File: src/include/ofs_pkg.sv
/*
  Constants, register map and types of the output function selector.
  Assumes a 25 MHz system clock and an AXI4-Lite master on the other side.
*/
// How it works
// - Four terminals each pick from one code list
// - Fast terminal: pulse output or level output
// - Code zero leaves terminal OFF
// - Codes 1-4: running, forward, reverse, jogging
// - Code 5: ON during drive fault
// - Codes 6-8: level flags and frequency reached
// - Code 9: output and reference frequency zero
// - Codes 10-11: upper or lower limit reached
// - Code 12: powered, unprotected and ready
// - Code 13: ON during pre-excitation
// - Codes 14-15: overload or underload pre-alarm
// - Codes 16-17: sequencer stage or cycle done
// - Codes 23-25 mirror virtual link bits
// - Code 26: DC bus above undervoltage
// - Code 27: index pulse held 10 ms
// - Code 28: pulse superposition active
// - Code 29: safe torque off fault
// - Codes 30-32: positioning, zeroing, division done
// - Code 33: speed limited in torque control
package ofs_pkg;

  // ---------------------------------------------------------------
  // Register map
  // ---------------------------------------------------------------
  localparam logic [4:0] OFS_ADDR_CODE = 5'h00;
  localparam logic [4:0] OFS_ADDR_CTRL = 5'h04;
  localparam logic [4:0] OFS_ADDR_VIRT = 5'h08;
  localparam logic [4:0] OFS_ADDR_STAT = 5'h0c;

  localparam logic [31:0] OFS_RST_CODE = 32'h0000_0000;
  localparam logic [31:0] OFS_RST_VIRT = 32'h0000_0000;
  localparam int          OFS_VIRT_LINK_POS = 8;
  localparam int          OFS_STAT_HOLD_POS = 8;

  localparam logic [1:0] OFS_RESP_OKAY   = 2'h0;
  localparam logic [1:0] OFS_RESP_SLVERR = 2'h2;

  // ---------------------------------------------------------------
  // Timing
  // ---------------------------------------------------------------
  localparam int OFS_CLK_HZ      = 25_000_000;
  localparam int OFS_INDEX_MS    = 10;
  localparam int OFS_INDEX_HOLD  = (OFS_CLK_HZ / 1000) * OFS_INDEX_MS;

  // ---------------------------------------------------------------
  // Function codes
  // ---------------------------------------------------------------
  localparam logic [5:0] FC_NONE      = 6'h00;
  localparam logic [5:0] FC_RUN       = 6'h01;
  localparam logic [5:0] FC_RUN_FWD   = 6'h02;
  localparam logic [5:0] FC_RUN_REV   = 6'h03;
  localparam logic [5:0] FC_JOG       = 6'h04;
  localparam logic [5:0] FC_FAULT     = 6'h05;
  localparam logic [5:0] FC_LEVEL_1   = 6'h06;
  localparam logic [5:0] FC_LEVEL_2   = 6'h07;
  localparam logic [5:0] FC_REACHED   = 6'h08;
  localparam logic [5:0] FC_ZERO_SPD  = 6'h09;
  localparam logic [5:0] FC_UPPER     = 6'h0a;
  localparam logic [5:0] FC_LOWER     = 6'h0b;
  localparam logic [5:0] FC_READY     = 6'h0c;
  localparam logic [5:0] FC_PREEXC    = 6'h0d;
  localparam logic [5:0] FC_OVERLOAD  = 6'h0e;
  localparam logic [5:0] FC_UNDERLOAD = 6'h0f;
  localparam logic [5:0] FC_SEQ_STAGE = 6'h10;
  localparam logic [5:0] FC_SEQ_CYCLE = 6'h11;
  localparam logic [5:0] FC_VIRT_1    = 6'h17;
  localparam logic [5:0] FC_VIRT_2    = 6'h18;
  localparam logic [5:0] FC_VIRT_3    = 6'h19;
  localparam logic [5:0] FC_BUS_OK    = 6'h1a;
  localparam logic [5:0] FC_INDEX     = 6'h1b;
  localparam logic [5:0] FC_SUPERPOS  = 6'h1c;
  localparam logic [5:0] FC_SAFE_OFF  = 6'h1d;
  localparam logic [5:0] FC_POS_DONE  = 6'h1e;
  localparam logic [5:0] FC_ZERO_DONE = 6'h1f;
  localparam logic [5:0] FC_DIV_DONE  = 6'h20;
  localparam logic [5:0] FC_SPD_LIM   = 6'h21;

  // ---------------------------------------------------------------
  // Types
  // ---------------------------------------------------------------
  typedef enum logic {
    OFS_FAST_LEVEL = 1'b0,
    OFS_FAST_PULSE = 1'b1
  } ofs_fast_mode_e;

  typedef struct packed {
    logic freqOut;
    logic running;
    logic runFwd;
    logic runRev;
    logic jogging;
    logic fault;
    logic levelOne;
    logic levelTwo;
    logic reached;
    logic outFreqZero;
    logic refFreqZero;
    logic upperLimit;
    logic lowerLimit;
    logic mainPowerOk;
    logic ctrlPowerOk;
    logic protectActive;
    logic readyToRun;
    logic preExcite;
    logic overloadAlarm;
    logic underloadAlarm;
    logic seqStageDone;
    logic seqCycleDone;
    logic busAboveUv;
    logic indexHeld;
    logic superpose;
    logic safeOffFault;
    logic positionDone;
    logic spindleZeroDone;
    logic spindleDivDone;
    logic torqueSpeedLimit;
  } ofs_status_s;

endpackage : ofs_pkg

File: src/include/ofs_stretch_if.sv
/*
  Carrier between the selector and its index pulse stretcher.
  Assumes both ends share the system clock.
*/
`timescale 1ns/1ps
`default_nettype none
interface ofs_stretch_if;
  logic trigger;
  logic active;
  modport ctl     (output trigger, input active);
  modport stretch (input trigger, output active);
endinterface : ofs_stretch_if
`default_nettype wire

File: src/hw/ofs_pulse_stretch.sv
/*
  Retriggerable one-shot that holds the index pulse for a fixed time.
  Assumes a one-cycle trigger pulse synchronous to clk_sys.
*/
`timescale 1ns/1ps
`default_nettype none
module ofs_pulse_stretch #(
  parameter int HOLD_CYCLES = ofs_pkg::OFS_INDEX_HOLD
) (
  input  wire logic    clk_sys,
  input  wire logic    rstn,
  ofs_stretch_if.stretch link
);

  typedef struct packed {
    logic        active;
    logic [31:0] count;
  } ofs_stretch_s;

  ofs_stretch_s st;
  ofs_stretch_s next_st;

  // ---------------------------------------------------------------
  // Hold counter
  // ---------------------------------------------------------------
  // A new index pulse restarts the full hold time
  always_comb begin
    next_st = st;
    if (link.trigger) begin
      next_st.active = 1'b1;
      next_st.count  = 32'(HOLD_CYCLES - 1);
    end else if (st.active) begin
      if (st.count == 32'h0000_0000) begin
        next_st.active = 1'b0;
      end else begin
        next_st.count = st.count - 32'h0000_0001;
      end
    end
  end

  always_ff @(posedge clk_sys or negedge rstn) begin
    if (!rstn) begin
      st <= '0;
    end else begin
      st <= next_st;
    end
  end

  assign link.active = st.active;

endmodule : ofs_pulse_stretch
`default_nettype wire

File: src/hw/ofs_top.sv
/*
  Output function selector: four terminals, each driven by a chosen
  drive condition, configured over AXI4-Lite.
  Assumes all status inputs are synchronous to clk_sys.
*/
`timescale 1ns/1ps
`default_nettype none
module ofs_top #(
  parameter int ADDR_W      = 5,
  parameter int HOLD_CYCLES = ofs_pkg::OFS_INDEX_HOLD
) (
  input  wire logic              clk_sys,
  input  wire logic              rstn,
  // AXI4-Lite slave
  input  wire logic [ADDR_W-1:0] awaddr,
  input  wire logic              awvalid,
  output logic                   awready,
  input  wire logic [31:0]       wdata,
  input  wire logic [3:0]        wstrb,
  input  wire logic              wvalid,
  output logic                   wready,
  output logic [1:0]             bresp,
  output logic                   bvalid,
  input  wire logic              bready,
  input  wire logic [ADDR_W-1:0] araddr,
  input  wire logic              arvalid,
  output logic                   arready,
  output logic [31:0]            rdata,
  output logic [1:0]             rresp,
  output logic                   rvalid,
  input  wire logic              rready,
  // Drive conditions
  input  wire logic              freqOut,
  input  wire logic              running,
  input  wire logic              runFwd,
  input  wire logic              runRev,
  input  wire logic              jogging,
  input  wire logic              fault,
  input  wire logic              freq_level_flag_one,
  input  wire logic              freq_level_flag_two,
  input  wire logic              freqReached,
  input  wire logic              outFreqZero,
  input  wire logic              refFreqZero,
  input  wire logic              upperLimit,
  input  wire logic              lowerLimit,
  input  wire logic              mainPowerOk,
  input  wire logic              ctrlPowerOk,
  input  wire logic              protectActive,
  input  wire logic              readyToRun,
  input  wire logic              preExcite,
  input  wire logic              overloadAlarm,
  input  wire logic              underloadAlarm,
  input  wire logic              seqStageDone,
  input  wire logic              seqCycleDone,
  input  wire logic              busAboveUv,
  input  wire logic              encIndex,
  input  wire logic              superpose,
  input  wire logic              safe_torque_off,
  input  wire logic              positionDone,
  input  wire logic              spindleZeroDone,
  input  wire logic              spindleDivDone,
  input  wire logic              torqueSpeedLimit,
  input  wire logic              fastPulseIn,
  // Terminals
  output logic                   relayOne,
  output logic                   relayTwo,
  output logic                   openCollector,
  output logic                   fast_pulse_terminal
);

  typedef struct packed {
    logic              awready;
    logic              awHeld;
    logic [ADDR_W-1:0] awAddr;
    logic              wready;
    logic              wHeld;
    logic [31:0]       wData;
    logic [3:0]        wStrb;
    logic              bvalid;
    logic [1:0]        bresp;
    logic              arready;
    logic              rvalid;
    logic [31:0]       rdata;
    logic [1:0]        rresp;
    logic [31:0]       codes;
    ofs_pkg::ofs_fast_mode_e fastMode;
    logic [31:0]       virt;
    logic              indexPrev;
    logic [3:0]        term;
  } ofs_top_s;

  ofs_top_s             st;
  ofs_top_s             next_st;
  ofs_pkg::ofs_status_s stat;
  ofs_stretch_if        hold ();

  // ---------------------------------------------------------------
  // Helpers
  // ---------------------------------------------------------------
  function automatic logic [31:0] mergeBytes(
    input logic [31:0] oldVal,
    input logic [31:0] newVal,
    input logic [3:0]  strb
  );
    logic [31:0] res;
    res = oldVal;
    for (int b = 0; b < 4; b++) begin
      if (strb[b]) begin
        res[b*8 +: 8] = newVal[b*8 +: 8];
      end
    end
    return res;
  endfunction : mergeBytes

  // Returns 1 when the address hits one of the four words
  function automatic logic isMapped(input logic [ADDR_W-1:0] addr);
    logic [4:0] a;
    a = 5'(addr);
    return (addr[1:0] == 2'h0) && (a <= ofs_pkg::OFS_ADDR_STAT)
           && ((addr >> 5) == '0);
  endfunction : isMapped

  // Every undefined code falls to the default and gives OFF
  function automatic logic termOn(
    input logic [5:0]           code,
    input ofs_pkg::ofs_status_s s,
    input logic [2:0]           virtBits
  );
    logic on;
    on = 1'b0;
    case (code)
      ofs_pkg::FC_NONE:      on = 1'b0;
      ofs_pkg::FC_RUN:       on = s.freqOut & s.running;
      ofs_pkg::FC_RUN_FWD:   on = s.freqOut & s.runFwd;
      ofs_pkg::FC_RUN_REV:   on = s.freqOut & s.runRev;
      ofs_pkg::FC_JOG:       on = s.freqOut & s.jogging;
      ofs_pkg::FC_FAULT:     on = s.fault;
      ofs_pkg::FC_LEVEL_1:   on = s.levelOne;
      ofs_pkg::FC_LEVEL_2:   on = s.levelTwo;
      ofs_pkg::FC_REACHED:   on = s.reached;
      ofs_pkg::FC_ZERO_SPD:  on = s.outFreqZero & s.refFreqZero;
      ofs_pkg::FC_UPPER:     on = s.upperLimit;
      ofs_pkg::FC_LOWER:     on = s.lowerLimit;
      ofs_pkg::FC_READY:     on = s.mainPowerOk & s.ctrlPowerOk
                                  & ~s.protectActive & s.readyToRun;
      ofs_pkg::FC_PREEXC:    on = s.preExcite;
      ofs_pkg::FC_OVERLOAD:  on = s.overloadAlarm;
      ofs_pkg::FC_UNDERLOAD: on = s.underloadAlarm;
      ofs_pkg::FC_SEQ_STAGE: on = s.seqStageDone;
      ofs_pkg::FC_SEQ_CYCLE: on = s.seqCycleDone;
      ofs_pkg::FC_VIRT_1:    on = virtBits[0];
      ofs_pkg::FC_VIRT_2:    on = virtBits[1];
      ofs_pkg::FC_VIRT_3:    on = virtBits[2];
      ofs_pkg::FC_BUS_OK:    on = s.busAboveUv;
      ofs_pkg::FC_INDEX:     on = s.indexHeld;
      ofs_pkg::FC_SUPERPOS:  on = s.superpose;
      ofs_pkg::FC_SAFE_OFF:  on = s.safeOffFault;
      ofs_pkg::FC_POS_DONE:  on = s.positionDone;
      ofs_pkg::FC_ZERO_DONE: on = s.spindleZeroDone;
      ofs_pkg::FC_DIV_DONE:  on = s.spindleDivDone;
      ofs_pkg::FC_SPD_LIM:   on = s.torqueSpeedLimit;
      default:               on = 1'b0;
    endcase
    return on;
  endfunction : termOn

  // ---------------------------------------------------------------
  // Status gathering
  // ---------------------------------------------------------------
  always_comb begin
    stat.freqOut          = freqOut;
    stat.running          = running;
    stat.runFwd           = runFwd;
    stat.runRev           = runRev;
    stat.jogging          = jogging;
    stat.fault            = fault;
    stat.levelOne         = freq_level_flag_one;
    stat.levelTwo         = freq_level_flag_two;
    stat.reached          = freqReached;
    stat.outFreqZero      = outFreqZero;
    stat.refFreqZero      = refFreqZero;
    stat.upperLimit       = upperLimit;
    stat.lowerLimit       = lowerLimit;
    stat.mainPowerOk      = mainPowerOk;
    stat.ctrlPowerOk      = ctrlPowerOk;
    stat.protectActive    = protectActive;
    stat.readyToRun       = readyToRun;
    stat.preExcite        = preExcite;
    stat.overloadAlarm    = overloadAlarm;
    stat.underloadAlarm   = underloadAlarm;
    stat.seqStageDone     = seqStageDone;
    stat.seqCycleDone     = seqCycleDone;
    stat.busAboveUv       = busAboveUv;
    stat.indexHeld        = hold.active;
    stat.superpose        = superpose;
    stat.safeOffFault     = safe_torque_off;
    stat.positionDone     = positionDone;
    stat.spindleZeroDone  = spindleZeroDone;
    stat.spindleDivDone   = spindleDivDone;
    stat.torqueSpeedLimit = torqueSpeedLimit;
  end

  // ---------------------------------------------------------------
  // Index pulse stretcher
  // ---------------------------------------------------------------
  // Rising edge only, so a long index level does not extend the hold
  assign hold.trigger = encIndex & ~st.indexPrev;

  ofs_pulse_stretch #(
    .HOLD_CYCLES (HOLD_CYCLES)
  ) u_stretch (
    .clk_sys (clk_sys),
    .rstn    (rstn),
    .link    (hold)
  );

  // ---------------------------------------------------------------
  // Next state
  // ---------------------------------------------------------------
  always_comb begin
    logic [4:0] wa;
    logic [4:0] ra;
    logic [2:0] vb;
    logic       on;
    wa = 5'h00;
    ra = 5'h00;
    vb = 3'h0;
    on = 1'b0;
    next_st = st;
    next_st.indexPrev = encIndex;

    // Write channel: address and data may come in either order
    if (st.awready && awvalid) begin
      next_st.awHeld = 1'b1;
      next_st.awAddr = awaddr;
    end
    if (st.wready && wvalid) begin
      next_st.wHeld = 1'b1;
      next_st.wData = wdata;
      next_st.wStrb = wstrb;
    end
    if (st.bvalid && bready) begin
      next_st.bvalid = 1'b0;
    end
    if (next_st.awHeld && next_st.wHeld && !st.bvalid) begin
      wa = 5'(next_st.awAddr);
      next_st.awHeld = 1'b0;
      next_st.wHeld  = 1'b0;
      next_st.bvalid = 1'b1;
      next_st.bresp  = ofs_pkg::OFS_RESP_OKAY;
      if (!isMapped(next_st.awAddr)) begin
        next_st.bresp = ofs_pkg::OFS_RESP_SLVERR;
      end else if (wa == ofs_pkg::OFS_ADDR_CODE) begin
        next_st.codes = mergeBytes(st.codes, next_st.wData, next_st.wStrb);
      end else if (wa == ofs_pkg::OFS_ADDR_CTRL) begin
        if (next_st.wStrb[0]) begin
          next_st.fastMode = ofs_pkg::ofs_fast_mode_e'(next_st.wData[0]);
        end
      end else if (wa == ofs_pkg::OFS_ADDR_VIRT) begin
        next_st.virt = mergeBytes(st.virt, next_st.wData, next_st.wStrb);
      end
    end
    // Stalling ready while a response waits keeps one write in flight
    next_st.awready = !next_st.awHeld && !next_st.bvalid;
    next_st.wready  = !next_st.wHeld && !next_st.bvalid;

    // Read channel
    if (st.rvalid && rready) begin
      next_st.rvalid = 1'b0;
    end
    if (st.arready && arvalid) begin
      ra = 5'(araddr);
      next_st.rvalid = 1'b1;
      next_st.rdata  = 32'h0000_0000;
      next_st.rresp  = ofs_pkg::OFS_RESP_OKAY;
      if (!isMapped(araddr)) begin
        next_st.rresp = ofs_pkg::OFS_RESP_SLVERR;
      end else if (ra == ofs_pkg::OFS_ADDR_CODE) begin
        next_st.rdata = st.codes & 32'h3f3f_3f3f;
      end else if (ra == ofs_pkg::OFS_ADDR_CTRL) begin
        next_st.rdata = {31'h0000_0000, st.fastMode};
      end else if (ra == ofs_pkg::OFS_ADDR_VIRT) begin
        next_st.rdata = st.virt & 32'h000f_0f0f;
      end else begin
        next_st.rdata[3:0] = st.term;
        next_st.rdata[ofs_pkg::OFS_STAT_HOLD_POS] = hold.active;
      end
    end
    next_st.arready = !next_st.rvalid;

    // Terminals share one code list and may pick the same code
    for (int t = 0; t < 4; t++) begin
      vb = {st.virt[t + 2*ofs_pkg::OFS_VIRT_LINK_POS],
            st.virt[t + ofs_pkg::OFS_VIRT_LINK_POS],
            st.virt[t]};
      on = termOn(st.codes[t*8 +: 6], stat, vb);
      next_st.term[t] = on;
    end
    // Pulse scaling lives elsewhere; the pulse train is passed as is
    if (st.fastMode == ofs_pkg::OFS_FAST_PULSE) begin
      next_st.term[3] = fastPulseIn;
    end
  end

  // ---------------------------------------------------------------
  // State register
  // ---------------------------------------------------------------
  always_ff @(posedge clk_sys or negedge rstn) begin
    if (!rstn) begin
      st          <= '0;
      st.codes    <= ofs_pkg::OFS_RST_CODE;
      st.virt     <= ofs_pkg::OFS_RST_VIRT;
      st.fastMode <= ofs_pkg::OFS_FAST_LEVEL;
    end else begin
      st <= next_st;
    end
  end

  // ---------------------------------------------------------------
  // Outputs
  // ---------------------------------------------------------------
  assign awready             = st.awready;
  assign wready              = st.wready;
  assign bvalid              = st.bvalid;
  assign bresp               = st.bresp;
  assign arready             = st.arready;
  assign rvalid              = st.rvalid;
  assign rdata               = st.rdata;
  assign rresp               = st.rresp;
  assign relayOne            = st.term[0];
  assign relayTwo            = st.term[1];
  assign openCollector       = st.term[2];
  assign fast_pulse_terminal = st.term[3];

endmodule : ofs_top
`default_nettype wire

File: config.mk
export PLATFORM = sky130hd
export DESIGN_NAME = ofs_top
export DESIGN_NICKNAME = d
export VERILOG_FILES = /design/src/include/ofs_pkg.sv /design/src/include/ofs_stretch_if.sv /design/src/hw/ofs_pulse_stretch.sv /design/src/hw/ofs_top.sv
export SDC_FILE = /design/constraint.sdc
export NUM_CORES = 1
export LEC_CHECK = 0
export BUFFER_PORTS_ARGS = -buffer_cell sky130_fd_sc_hd__buf_2
export CAP_MARGIN = 20
export CORE_MARGIN = 2
export CORE_UTILIZATION = 40
export CTS_BUF_LIST = sky130_fd_sc_hd__clkbuf_16
export DETAILED_ROUTE_END_ITERATION = 8
export GPL_TIMING_DRIVEN = 0
export HOLD_SLACK_MARGIN = 0.03
export PLACE_DENSITY = 0.56
export SKIP_CTS_REPAIR_TIMING = 1
export SLEW_MARGIN = 20
export SYNTH_ARGS = -nofsm -noshare
export SYNTH_HDL_FRONTEND = slang
export SYNTH_SLANG_ARGS = --single-unit
export TNS_END_PERCENT = 100
File: constraint.sdc
create_clock -name clk_sys -period 2.4 [get_ports clk_sys]
set_input_delay 0 -clock clk_sys [delete_from_list [all_inputs] [get_ports clk_sys]]
set_output_delay 0 -clock clk_sys [all_outputs]
set_load 0.02 [all_outputs]
After elaboration in Yosys (flattened, before gate mapping)
Index checks and enable logic that the tools add are counted.
- add/subtract/negate cells: 1
- $mul: 0
- divide/modulo/power cells: 0
- magnitude comparators: 2
- eq/ne operators: 117
- shift-type cells: 0
- multiplexer cells: 25
- bitwise logic cells: 13
- reduce and logical (&&, ||, !) cells: 31
- operator list (cell ; number):
    6-bit by 5-bit == test with 1-bit output (second input constant) ; 44
    6-bit by 4-bit == test with 1-bit output (second input constant) ; 32
    1-bit case mux with 28 select lines ; 4
    6-bit by 3-bit == test with 1-bit output (second input constant) ; 16
    33-bit two-way mux ; 2
    30-bit two-way mux ; 2
    6-bit by 2-bit == test with 1-bit output (second input constant) ; 8
    6-bit == test (second input constant) ; 8
    37-bit two-way mux ; 1
    35-bit two-way mux ; 1
    32-bit logical NOT ; 1
    32-bit two-way mux ; 1
    32-bit by 1-bit subtractor with 32-bit output (second input constant) ; 1
    6-bit by 1-bit == test with 1-bit output (second input constant) ; 4
    20-bit two-way mux ; 1
    6-bit AND reduction ; 3
    4-bit AND reduction ; 4
    1-bit logical AND ; 11
    11-bit two-way mux ; 1
    5-bit by 3-bit == test with 1-bit output (second input constant) ; 2
    5-bit by 4-bit == test with 1-bit output (second input constant) ; 2
    5-bit by 4-bit less-or-equal comparator with 1-bit output (second input constant) ; 2
    5-bit logical NOT ; 2
    1-bit AND ; 9
    12 further kinds ; 27
- register bits: 159
- bits in latches: 0
- RAM bits: 0
- ROM bits: 0
- output and inout port bits: 45
- memories kept: 0

Depth between registers and ports, before layout
Gate-level depths: netlist of run 1.
- depth in word-level cells: 8
- depth in mapped cells: 8

By module
Synthesis of run 1 repeated with hierarchy kept, for this count alone.
- cell total of the unflattened synthesis: 747
- area total of the unflattened synthesis: 7802.5 µm²
- modules (own cells, without submodules) (module ; times used ; cells each ; area an instance (µm²) ; seq. area each (µm²)):
    ofs_top ; 1 ; 554 ; 5980.7 ; 2702.6
    ofs_pulse_stretch ; 1 ; 193 ; 1821.7 ; 825.8

Least setup slack after synthesis of run 1
OpenSTA, ideal clock, no wires.
- path kind: reg-to-reg
- start: register st, in the netlist awready
- end: register st[46] (netlist bit)
- setup time: 0.125 ns
- data arrival time: 2.051 ns
- data required time: 2.275 ns
- setup slack: 0.225 ns
- stages on the path, launching flop included: 6
- path buffers: 0
- period minus slack after synthesis: 2.175 ns
- cells stage by stage: dfrtp_1 > a211o_1 > a221oi_1 > nand4_1 > nor2_1 > mux2_2
- word-level cells in the longest chain between the ends: 5
- elaborated cells between the ends (all ways): 9
- those cells by class: order compare: 1; mux: 1; reduce/logical: 7
- RTL lines (what ; line ; source):
    from (decl) ; ofs_top.sv:92 ; ofs_top_s st;
    from (signal assigned) ; ofs_top.sv:315 ; st <= next_st;
    1-bit logical AND * ; ofs_top.sv:233 ; if (st.awready && awvalid) begin
    6-bit two-way mux * ; ofs_top.sv:233 ;
    5-bit by 4-bit less-or-equal comparator with 1-bit output, or another cell as far along ; ofs_top.sv:119 ; return (addr[1:0] == 2'h0) && (a <= ofs_pkg::OFS_ADDR_STAT)
    1-bit logical AND, on equally long branches ; ofs_top.sv:119, ofs_top.sv:245 ;
    4-bit AND reduction (no source line) * ; - ;
Mark *: on every way between the ends. The rest lies on a longest branch, timed or not.
A chain may end at the register's enable or synchronous reset.

Final worst setup path of run 1
- start: register u_stretch.st[12] (netlist bit)
- end: register u_stretch.st[29] (netlist bit)
- word-level cells in the longest chain between the ends: 4
- elaborated cells between the ends (all ways): 7
- those cells by class: add/sub: 1; eq/ne: 1; mux: 3; reduce/logical: 2
- RTL lines (what ; line ; source):
    from (decl) ; ofs_pulse_stretch.sv:20 ; ofs_stretch_s st;
    from (signal assigned) ; ofs_pulse_stretch.sv:45 ; st <= next_st;
    32-bit by 1-bit subtractor with 32-bit output ; ofs_pulse_stretch.sv:36 ; next_st.count = st.count - 32'h0000_0001;
    32-bit two-way mux ; ofs_pulse_stretch.sv:33 ; if (st.count == 32'h0000_0000) begin
    33-bit two-way mux ; ofs_pulse_stretch.sv:32 ; end else if (st.active) begin
    33-bit two-way mux ; ofs_pulse_stretch.sv:29 ; if (link.trigger) begin
Parallel ways exist; a longest one is shown, timed or not. The select of a mux whose other input is x is not followed.

==> summary.txt, run 1 <==
drt total wl: 22.8 mm
pre-CTS setup slack: -0.225 ns
clk sinks: 141
Synth top area share: 45.8%
pwr/cell area: 872 mW/mm²
Bufs on Longest Clock Path: 2
post-synthesis instance area: 0.00770 mm²
die area: 0.0204 mm²
number of global-route vias before repair: 6205
total track usage: 22.2%
Initial DRC Count: 362
total I/O pin count: 129
register bit total from synthesis: 141
period utilisation layout: 98.9%
CTS root buffer: clkbuf_16
CTS Buf Count: 17
register area: 0.00353 mm²
CP peak stage delay: 0.59 ns
Post-synth EDFFs: 0
layout cell share with drive strength beyond 1: 30.0%
top post-synthesis cells by area: dfrtp_1 (46%), mux2_2 (8.5%), buf_4 (3.5%)
final core occ: 52.2%
H-Tree Depth: 4
TritonCTS clock tree: built
Hold Path Class: primary input to flop
antenna-violating nets left: 0
met1 GRT Util: 28.5%
Port Buffers: 109
drt pass-1 iters: 5
drt wl/cell: 19.5 µm
initial antenna violation count: 0
Most Crowded Layer GR: met2
Worst Clk Skew: 0.0124 ns
Yosys top cell by area: dfrtp_1
Syn Inst Count: 730
Final GP Congestion: 0.903
multi-input logic area: 0.00383 mm²
status: finished clean
startpoint types: flop
Tmin final: 2.37 ns
CP Class: flop to flop
setup violators final: 0
peak supply drop: 0.510 mV
M2 GR Usage: 38.1%
Max-Slew Margin vs Limit: 44.7%
critical path peak fanout: 9
DPL Wire Length: 16.7 mm
num rows: 50
Die Y-Extent: 143 µm
Buf+Inv Stages, Crit Path: 1
post-synthesis sequential area ratio: 45.8%
Antenna Cells: 0
# fillers: 1698
setup ws final: 0.0275 ns
Leak: 4.33 nW
Pins Over Slew Limit: 0
core area: 0.0188 mm²
crit-path cells: or4_4 > nor4_4 > or3b_1 > buf_6 > or4_4 > a21oi_2
final hold vios: 0
Syn Area/Cell: 10.5 µm²
max_cap viols: 0
Initial Utilization: 41.0%
worst skew pair latency: 0.42 ns
Die W: 143 µm
CP arrival: 2.72 ns
Syn-to-layout area delta: 27.3%
Final nets: 1004
routed vias: 6530
met3 GRT Util: 3.66%
vias per std cell: 5.60
fmax: 422 MHz
Worst Max-Slew Pin Slew: 0.821 ns
Top FF cell, synth: dfrtp_1
RSZ-0062 raised after global routing: yes
CP max stage cell: or4_4
Yosys Warn Count: 0
kind of cell adding the most delay to the critical path: simple AND/OR/NAND/NOR gates
Synth cell types: 76
Critical Path End Type: flop
Worst path most repeated cell: or4_4
gr ovfl total: 0
# DRC: 0
CTS clk-pin slew, worst paths: 0.07 ns
WHS: 0.0367 ns
global-route wire length before repair: 34.3 mm
pin count of the biggest net entering global routing: 81
critical path required time: 2.75 ns
ys async rst share: 100%
==> layout by cell type, fill, tap and decap left out, types with 8 or more instances in the layout <==
| cell | Yosys | routed |
|---|---|---|
| inv_1 | 15 | 15 |
| nand3b_1 | 11 | 11 |
| nand3_1 | 15 | 14 |
| mux2_2 | 58 | 58 |
| buf_2 | 2 | 110 |
| a31oi_1 | 8 | 8 |
| clkbuf_16 | 0 | 17 |
| nor4b_1 | 8 | 8 |
| conb_1 | 1 | 10 |
| clkbuf_1 | 40 | 37 |
| o21ai_0 | 18 | 18 |
| nor2_1 | 46 | 43 |
| o31ai_1 | 10 | 10 |
| a21oi_1 | 25 | 24 |
| mux2_1 | 22 | 22 |
| nand2_1 | 45 | 44 |
| nand4_1 | 10 | 10 |
| dfrtp_1 | 141 | 141 |
| dlygate4sd3_1 | 0 | 46 |
| mux2i_1 | 24 | 23 |
| buf_4 | 36 | 40 |
| or3_1 | 11 | 11 |
| nor2b_1 | 10 | 9 |
| and3_1 | 8 | 8 |
| xnor2_1 | 10 | 10 |
| a22o_1 | 14 | 14 |
==> metal layers <==
layer / vias to the layer above / wire length, µm
met4: 0 / 460
met1: 3228 / 10100
li1: 3069 / -
met3: 30 / 1060
met5: - / 0
met2: 203 / 11200
==> through the flow <==
step                      total power, mW  std cells  TNS (ns)  instance area (µm²)
final                                8.54       1166         0                 9800
after CTS                            8.50       1115     -6.38                 9160
after global routing                 9.05       1166    -0.233                 9800
after floorplan                      5.13        739         0                 7730
after global placement               5.93       1082    -89.31                 8570
after detailed placement             6.02       1083     -5.65                 8610
==> path summary, 6_finish.rpt <==
kind | startpoint | endpoint | slack [ns] | cells past startpoint
setup / recovery | u_stretch.st[12] | u_stretch.st[29] | 0.03 | 6
hold / removal | araddr[1] | rdata[8] | 0.04 | 3
setup reg to reg | u_stretch.st[12] | u_stretch.st[29] | 0.03 | 6
hold reg to reg | rdata[9] | rdata[9] | 0.49 | 2
max in group asynchronous | rstn | st[46] | 1.53 | 3
min in group asynchronous | rstn | rresp[1] | 0.10 | 2
==> power breakdown <==
group	switching (mW)	internal (mW)	leakage, nW
sequential	0.434	2.96	1.81
clock	1.11	1.35	0.266
combinational	1.47	1.22	2.26
total	3.01	5.53	4.33
==> cell usage after synthesis (6+ instances only) <==
cell type / number
or3_1: 11
a31oi_1: 8
o311ai_1: 6
nor4b_1: 8
nand3_1: 15
nor3_1: 10
clkbuf_1: 40
mux2_2: 58
dfrtp_1: 141
nand3b_1: 11
a22oi_1: 6
mux2i_1: 24
buf_4: 36
nand4_1: 10
nor2b_1: 10
mux2_1: 22
and3_1: 8
inv_1: 15
o31ai_1: 10
a22o_1: 14
nor3b_1: 6
or4_1: 8
a21oi_1: 25
nand2_1: 45
nor2_1: 46
o21ai_0: 18
a211oi_1: 6
xnor2_1: 10
nor4_1: 9
==> sequential cells by signal (all words and copies together), names as in the netlist <==
name	count
arready	1
awready	1
bresp	1
bvalid	1
fast_pulse_terminal	1
openCollector	1
rdata	24
relayOne	1
relayTwo	1
rresp	1
rvalid	1
st	73
u_stretch.link.active	1
u_stretch.st	32
wready	1
==> cells by family (layout without fill, tap and decap cells) <==
logic type	count (synthesis)	after routing	synth area share, %
adders and majority gates	1	1	0.162
DFF	141	141	45.8
AOI/OAI and AO/OA	141	141	13.1
buffers and inverters	94	287	6.37
and+or+nand+nor	231	231	17.2
other	1	10	0.0487
xor gates and xnor gates	14	14	1.59
muxes	107	107	15.7
==> final cells by class <==
type | instances | share of cell area, %
multi-input combinational | 504 | 39.1
sequential | 141 | 36.0
timing repair buffer | 161 | 11.2
buffer | 79 | 4.53
clock buffer | 17 | 4.34
tap | 234 | 2.99
clock inverter | 15 | 1.28
inverter | 15 | 0.575
==> worst reg2reg max path: stages, from the launching register on <==
cell	delay (ns)
dfrtp_1	0.42
or4_4	0.59
nor4_4	0.19
or3b_1	0.39
buf_6	0.15
or4_4	0.42
a21oi_2	0.15
(Power assumes the default switching activity.)
==> run 2, diff against run 1 <==
--- a/config.mk
+++ b/config.mk
@@ -8,12 +8,12 @@
 export BUFFER_PORTS_ARGS = -buffer_cell sky130_fd_sc_hd__buf_2
 export CAP_MARGIN = 20
 export CORE_MARGIN = 2
-export CORE_UTILIZATION = 40
+export CORE_UTILIZATION = 55
 export CTS_BUF_LIST = sky130_fd_sc_hd__clkbuf_16
 export DETAILED_ROUTE_END_ITERATION = 8
 export GPL_TIMING_DRIVEN = 0
 export HOLD_SLACK_MARGIN = 0.03
-export PLACE_DENSITY = 0.56
+export PLACE_DENSITY = 0.74
 export SKIP_CTS_REPAIR_TIMING = 1
 export SLEW_MARGIN = 20
 export SYNTH_ARGS = -nofsm -noshare
==> run 2 against run 1 <==
First-iteration DRC count is 59% higher. Critical path type unchanged. Total power is 1.2% higher. Non-clock buffer count is 2 higher. Combinational power hardly changed. Fmax is 0.84% lower. Global-route usage is 6.2 points higher. Design area is 0.46% lower. Core utilization is 19 points higher. Sequential cell count stayed put. Final cell count is 4.5% lower. Largest cell class unchanged.
==> summary.txt, run 2 (synthesis results as in run 1) <==
pwr/cell area: 886 mW/mm² (+1.7%)
status: finished clean
Worst Clk Skew: 0.00560 ns (-0.00678 ns)
drt total wl: 21.2 mm (-7.2%)
layout cell share with drive strength beyond 1: 30.0% (-0.032 points)
total track usage: 28.4% (+6.2 points)
fmax: 418 MHz (-0.84%)
Worst Max-Slew Pin Slew: 0.839 ns (+0.0177 ns)
die area: 0.0150 mm² (-27%)
power share of the combinational group: 31.0% (-0.5 points)
Most Crowded Layer GR: met2
worst skew pair latency: 0.42 ns (about the same)
Max-Slew Margin vs Limit: 43.6% (-1.2 points)
WHS: 0.0630 ns (+0.0263 ns)
Hold Path Class: primary input to flop
drt pass-1 iters: 7 (+2)
Bufs on Longest Clock Path: 2 (unchanged)
M2 GR Usage: 46.3% (+8.2 points)
max reg flops: 73 (unchanged)
met3 GRT Util: 6.46% (+2.8 points)
CP Class: flop to flop
peak supply drop: 0.520 mV (+1.9%)
drt wl/cell: 19.0 µm (-2.8%)
Die W: 122 µm (-14%)
max_cap viols: 0 (unchanged)
Die Y-Extent: 122 µm (-14%)
critical path required time: 2.74 ns (about the same)
global-route wire length before repair: 32.8 mm (-4.3%)
most frequent cells in the layout: dfrtp_1 (141), buf_2 (109), mux2_2 (58)
CP arrival: 2.73 ns (about the same)
Final nets: 1006 (+0.20%)
Register-to-Register Path Depth: 6 (unchanged)
Largest Register: st
Initial Utilization: 55.9% (+15 points)
most common cell after layout, fill and taps aside: dfrtp_1
RSZ-0062 raised after global routing: yes
clock share of power: 29.8% (+1.0 points)
Syn-to-layout area delta: 26.7%
total I/O pin count: 129 (unchanged)
num rows: 43 (-14%)
Port Buffers: 109 (unchanged)
setup ws final: 0.00747 ns (-0.0201 ns)
CTS Buf Count: 17 (unchanged)
sequential power share: 39.1% (-0.6 points)
H-Tree Depth: 4 (unchanged)
pre-CTS setup slack: -0.236 ns (-0.0104 ns)
Int Power: 5.78 mW (+4.6%)
Sw Ratio: 33.1% (-2.2 points)
Tmin final: 2.39 ns (+0.0201 ns)
final cell count without fillers: 1113 (-4.5%)
Pins Over Slew Limit: 0 (unchanged)
initial antenna violation count: 0 (unchanged)
Antenna Cells: 0 (unchanged)
Critical Path End Type: flop
antenna-violating nets left: 0 (unchanged)
CTS root buffer: clkbuf_16
Worst Hold Path Cells: 3 (unchanged)
vias per std cell: 6.05 (+8.1%)
setup violators final: 0 (unchanged)
Initial DRC Count: 576 (+59%)
CTS clk-pin slew, worst paths: 0.06 ns (about the same)
Final GP Congestion: 1.01 (+11%)
final core occ: 70.8% (+19 points)
clk sinks: 141 (unchanged)
# DRC: 0 (unchanged)
startpoint types: flop
DPL Wire Length: 14.9 mm (-11%)
gr ovfl total: 0 (unchanged)
dpl cells: 1029 (-5.0%)
TritonCTS clock tree: built
Pwr Total: 8.64 mW (+1.2%)
core area: 0.0138 mm² (-27%)
number of global-route vias before repair: 6482 (+4.5%)
Leak: 4.37 nW (+0.86%)
# fillers: 991 (-42%)
period utilisation layout: 99.7% (+0.84 points)
routed vias: 6735 (+3.1%)
pin count of the biggest net entering global routing: 87 (+7.4%)
met1 GRT Util: 36.5% (+8.0 points)
critical path peak fanout: 9 (unchanged)
final hold vios: 0 (unchanged)
P_sw: 2.86 mW (-5.0%)
## run 2: metal layers
metal / up-vias / routed length, µm
met5: - / 0
met4: 0 / 697
met3: 58 / 1690
met2: 329 / 10100
met1: 3273 / 8650
li1: 3075 / -
## run 2: final timing paths
path                                  start  slack (ns)                to
max                        u_stretch.st[12]       0.007  u_stretch.st[29]
min                               araddr[3]        0.06          rdata[0]
max reg2reg                u_stretch.st[12]       0.007  u_stretch.st[29]
min reg2reg                       rdata[16]        0.48         rdata[16]
max in group asynchronous              rstn        1.55            st[47]
min in group asynchronous              rstn        0.09          rresp[1]
## run 2: power groups by stage
stage	Sequential, mW	Combinational (mW)	Clock, mW
3_5_place_dp	3.39	2.54	0
2_1_floorplan	3.31	1.82	0
4_1_cts	3.35	2.56	2.62
3_3_place_gp	3.36	2.44	0
6_report	3.38	2.68	2.58
5_1_grt	3.45	2.92	2.73
## run 2: critical path: stages, from the launching register on
cell and delay [ns]:
dfrtp_1 0.41, or4_4 0.59, nor4_4 0.17, or3b_1 0.38, buf_4 0.18, or4_4 0.43, a21oi_2 0.15
## run 2: cell type report
type	instances	area, µm²	share of cell area, %
clock inverter	14	154	1.58
sequential	141	3530	36.2
timing repair buffer	163	1090	11.2
inverter	15	56.3	0.577
buffer	79	440	4.52
multi-input combinational	504	3830	39.3
tap	180	225	2.31
clock buffer	17	425	4.36
## run 2: stage by stage
step / setup TNS, ns / area [µm²]
6_report: 0 / 9750
5_1_grt: -0.226 / 9750
4_1_cts: -5.17 / 9120
2_1_floorplan: 0 / 7730
3_3_place_gp: -75.93 / 8500
3_5_place_dp: -4.52 / 8540
==> run 3, diff against run 2 <==
--- a/config.mk
+++ b/config.mk
@@ -5,18 +5,19 @@
 export SDC_FILE = /design/constraint.sdc
 export NUM_CORES = 1
 export LEC_CHECK = 0
-export BUFFER_PORTS_ARGS = -buffer_cell sky130_fd_sc_hd__buf_2
 export CAP_MARGIN = 20
 export CORE_MARGIN = 2
 export CORE_UTILIZATION = 55
 export CTS_BUF_LIST = sky130_fd_sc_hd__clkbuf_16
 export DETAILED_ROUTE_END_ITERATION = 8
+export DONT_BUFFER_PORTS = 1
 export GPL_TIMING_DRIVEN = 0
 export HOLD_SLACK_MARGIN = 0.03
-export PLACE_DENSITY = 0.74
+export PLACE_DENSITY = 0.66
 export SKIP_CTS_REPAIR_TIMING = 1
 export SLEW_MARGIN = 20
 export SYNTH_ARGS = -nofsm -noshare
 export SYNTH_HDL_FRONTEND = slang
+export SYNTH_HIERARCHICAL = 1
 export SYNTH_SLANG_ARGS = --single-unit
 export TNS_END_PERCENT = 100
==> run 3 against run 2 <==
The run now ends with negative hold slack, negative setup slack left. Clock power grew 4%. Critical path type unchanged. Area after synthesis increased by 1.3%. Sequential cell count unchanged. Fmax fell by 9.1%. Combinational power shrank 2%. Highest routed layer unchanged. Total power is 0.43% higher.
==> summary.txt, run 3 <==
total I/O pin count: 129 (unchanged)
Largest Register: st
cell with the most instances after synthesis: dfrtp_1
Yosys top cell by area: dfrtp_1
pre-CTS setup slack: -0.533 ns (-0.297 ns)
drt wl/cell: 21.0 µm (+10%)
most common cell after layout, fill and taps aside: dfrtp_1
Worst Clk Skew: 0.00865 ns (+0.00304 ns)
setup ws final: -0.233 ns (-0.241 ns)
setup violators final: 26 (+26)
Yosys Warn Count: 6 (+6)
met3 wire len: 1.59 mm (-5.7%)
met1 WL: 8.86 mm (+2.5%)
failing checks: negative hold slack, negative setup slack
CP arrival: 2.93 ns (+0.20 ns)
WHS: -0.734 ns (-0.797 ns)
number of global-route vias before repair: 6064 (-6.4%)
status: finished, violations left
Port Buffers: 0 (-100%)
Top FF cell, synth: dfrtp_1
met2 routed WL: 10.8 mm (+6.4%)
max_cap viols: 0 (unchanged)
Pins Over Slew Limit: 0 (unchanged)
routed vias: 6616 (-1.8%)
most frequent cells in the layout: dfrtp_1 (137), mux2_2 (77), buf_4 (61), dlygate4sd3_1 (59), o21ai_0 (36)
drt total wl: 22.1 mm (+4.4%)
critical path required time: 2.70 ns (-0.04 ns)
Syn Area/Cell: 10.4 µm² (-0.96%)
CTS clk-pin slew, worst paths: 0.06 ns (about the same)
Initial Utilization: 56.2% (+0.31 points)
post-synthesis sequential area ratio: 45.2% (-0.61 points)
drt pass-1 iters: 7 (unchanged)
peak supply drop: 0.572 mV (+10%)
Synth top area share: 45.2% (-0.61 points)
Bufs on Longest Clock Path: 2 (unchanged)
Top Metal Used: met4
clk sinks: 141 (unchanged)
Max-Slew Margin vs Limit: 57.3% (+14 points)
pwr/cell area: 893 mW/mm² (+0.74%)
Antenna Cells: 0 (unchanged)
critical path peak fanout: 6 (-3)
final hold vios: 141 (+141)
Post-synth EDFFs: 0 (unchanged)
Syn-to-layout area delta: 24.6%
worst skew pair latency: 0.43 ns (about the same)
Critical Path End Type: flop
Initial DRC Count: 692 (+20%)
Final GP Congestion: 0.959 (-4.7%)
Die W: 123 µm (+0.65%)
Placed Area: 0.00808 mm² (-5.4%)
# DRC: 0 (unchanged)
top post-synthesis cells by area: dfrtp_1 (45%), mux2_2 (11%), buf_4 (3.5%)
vias per std cell: 6.28 (+3.8%)
RSZ-0062 raised after global routing: yes
CP Class: flop to flop
gr ovfl total: 0 (unchanged)
most instantiated cells after synthesis: dfrtp_1 (141), mux2_2 (77), clkbuf_1 (38)
startpoint types: flop
register bit total from synthesis: 141 (unchanged)
CTS root buffer: clkbuf_16
layout cell share with drive strength beyond 1: 26.7% (-3.3 points)
period utilisation layout: 110% (+10 points)
total track usage: 27.6% (-0.82 points)
Tmin final: 2.63 ns (+0.241 ns)
Final nets: 945 (-6.1%)
antenna-violating nets left: 0 (unchanged)
TritonCTS clock tree: built
Worst Max-Slew Pin Slew: 0.640 ns (-0.199 ns)
core area: 0.0139 mm² (+0.78%)
ys async rst share: 100% (unchanged)
initial antenna violation count: 0 (unchanged)
CTS Buf Count: 17 (unchanged)
Syn Inst Count: 747 (+2.3%)
die area: 0.0152 mm² (+1.3%)
Leak: 4.15 nW (-5.1%)
post-route cell area: 0.00972 mm² (-0.31%)
H-Tree Depth: 4 (unchanged)
final core occ: 70.0% (-0.77 points)
Die Y-Extent: 123 µm (+0.65%)
fmax: 380 MHz (-9.1%)
num rows: 43 (unchanged)
DPL Wire Length: 14.4 mm (-3.2%)
max reg flops: 73 (unchanged)
pin count of the biggest net entering global routing: 142 (+63%)
post-synthesis instance area: 0.00780 mm² (+1.3%)
global-route wire length before repair: 31.7 mm (-3.4%)
Synth cell types: 79 (+3.9%)
Hold Path Class: primary input to asynchronous set/reset pin
[run 3: worst paths after layout]
path                                  start               endpoint  slack [ns]  depth (start not counted)
min in group clk_sys       torqueSpeedLimit          openCollector        0.06                          4
max in group asynchronous              rstn  u_stretch/link.active        2.95                          0
hold reg to reg                   rdata[18]              rdata[18]        0.49                          2
setup reg to reg           u_stretch/st[11]        u_stretch/st[3]       -0.23                          7
setup / recovery           u_stretch/st[11]        u_stretch/st[3]       -0.23                          7
hold / removal                         rstn                awready       -0.73                          0
[run 3: worst max-delay path: stages (launching register included)]
cell     delay, ns
dfrtp_2       0.40
or4_4         0.56
or4_4         0.52
buf_6         0.16
o41ai_4       0.31
buf_6         0.18
nor3_2        0.04
or3b_1        0.35
[run 3: per-stage QoR]
stage | std cells | setup TNS [ns] | power (mW)
after floorplan | 756 | -1.04 | 5.14
after global placement | 936 | -9.43 | 5.66
after detailed placement | 936 | -12.17 | 5.78
after CTS | 968 | -13.76 | 8.46
after global routing | 1053 | -4.45 | 9.11
final | 1053 | -2.47 | 8.68
[run 3: cell families after synthesis]
group,Yosys count,synth area share (%)
buf+inv,100,6.65
fa+ha+maj,1,0.160
mux,107,15.3
xor+xnor,4,0.449
compound gates,164,14.5
simple gates,229,17.6
flops,141,45.2
other cells,1,0.0481
[run 3: metal layers]
| metal | vias up | global-route usage [%] |
|---|---|---|
| li1 | 2980 | - |
| met1 | 3242 | 36.1 |
| met2 | 315 | 43.8 |
| met3 | 79 | 6.60 |
| met4 | 0 | 11.9 |
| met5 | - | 0 |
[run 3: area by class of cell]
type	count	area, µm²
well taps	180	225
repair buffers	89	835
fillers	1025	4160
flip-flops and latches	141	3530
clock buffers	17	425
plain buffers	80	458
multi-input cells	515	4010
clock inverters	15	171
inverters	16	60.1
[run 3: where the power goes]
| part | switching [mW] | total (mW) | internal [mW] | leakage [nW] |
|---|---|---|---|---|
| sequential | 0.426 | 3.37 | 2.94 | 1.80 |
| combinational | 1.42 | 2.63 | 1.21 | 2.05 |
| clock | 1.05 | 2.68 | 1.63 | 0.292 |
| total | 2.90 | 8.68 | 5.78 | 4.15 |
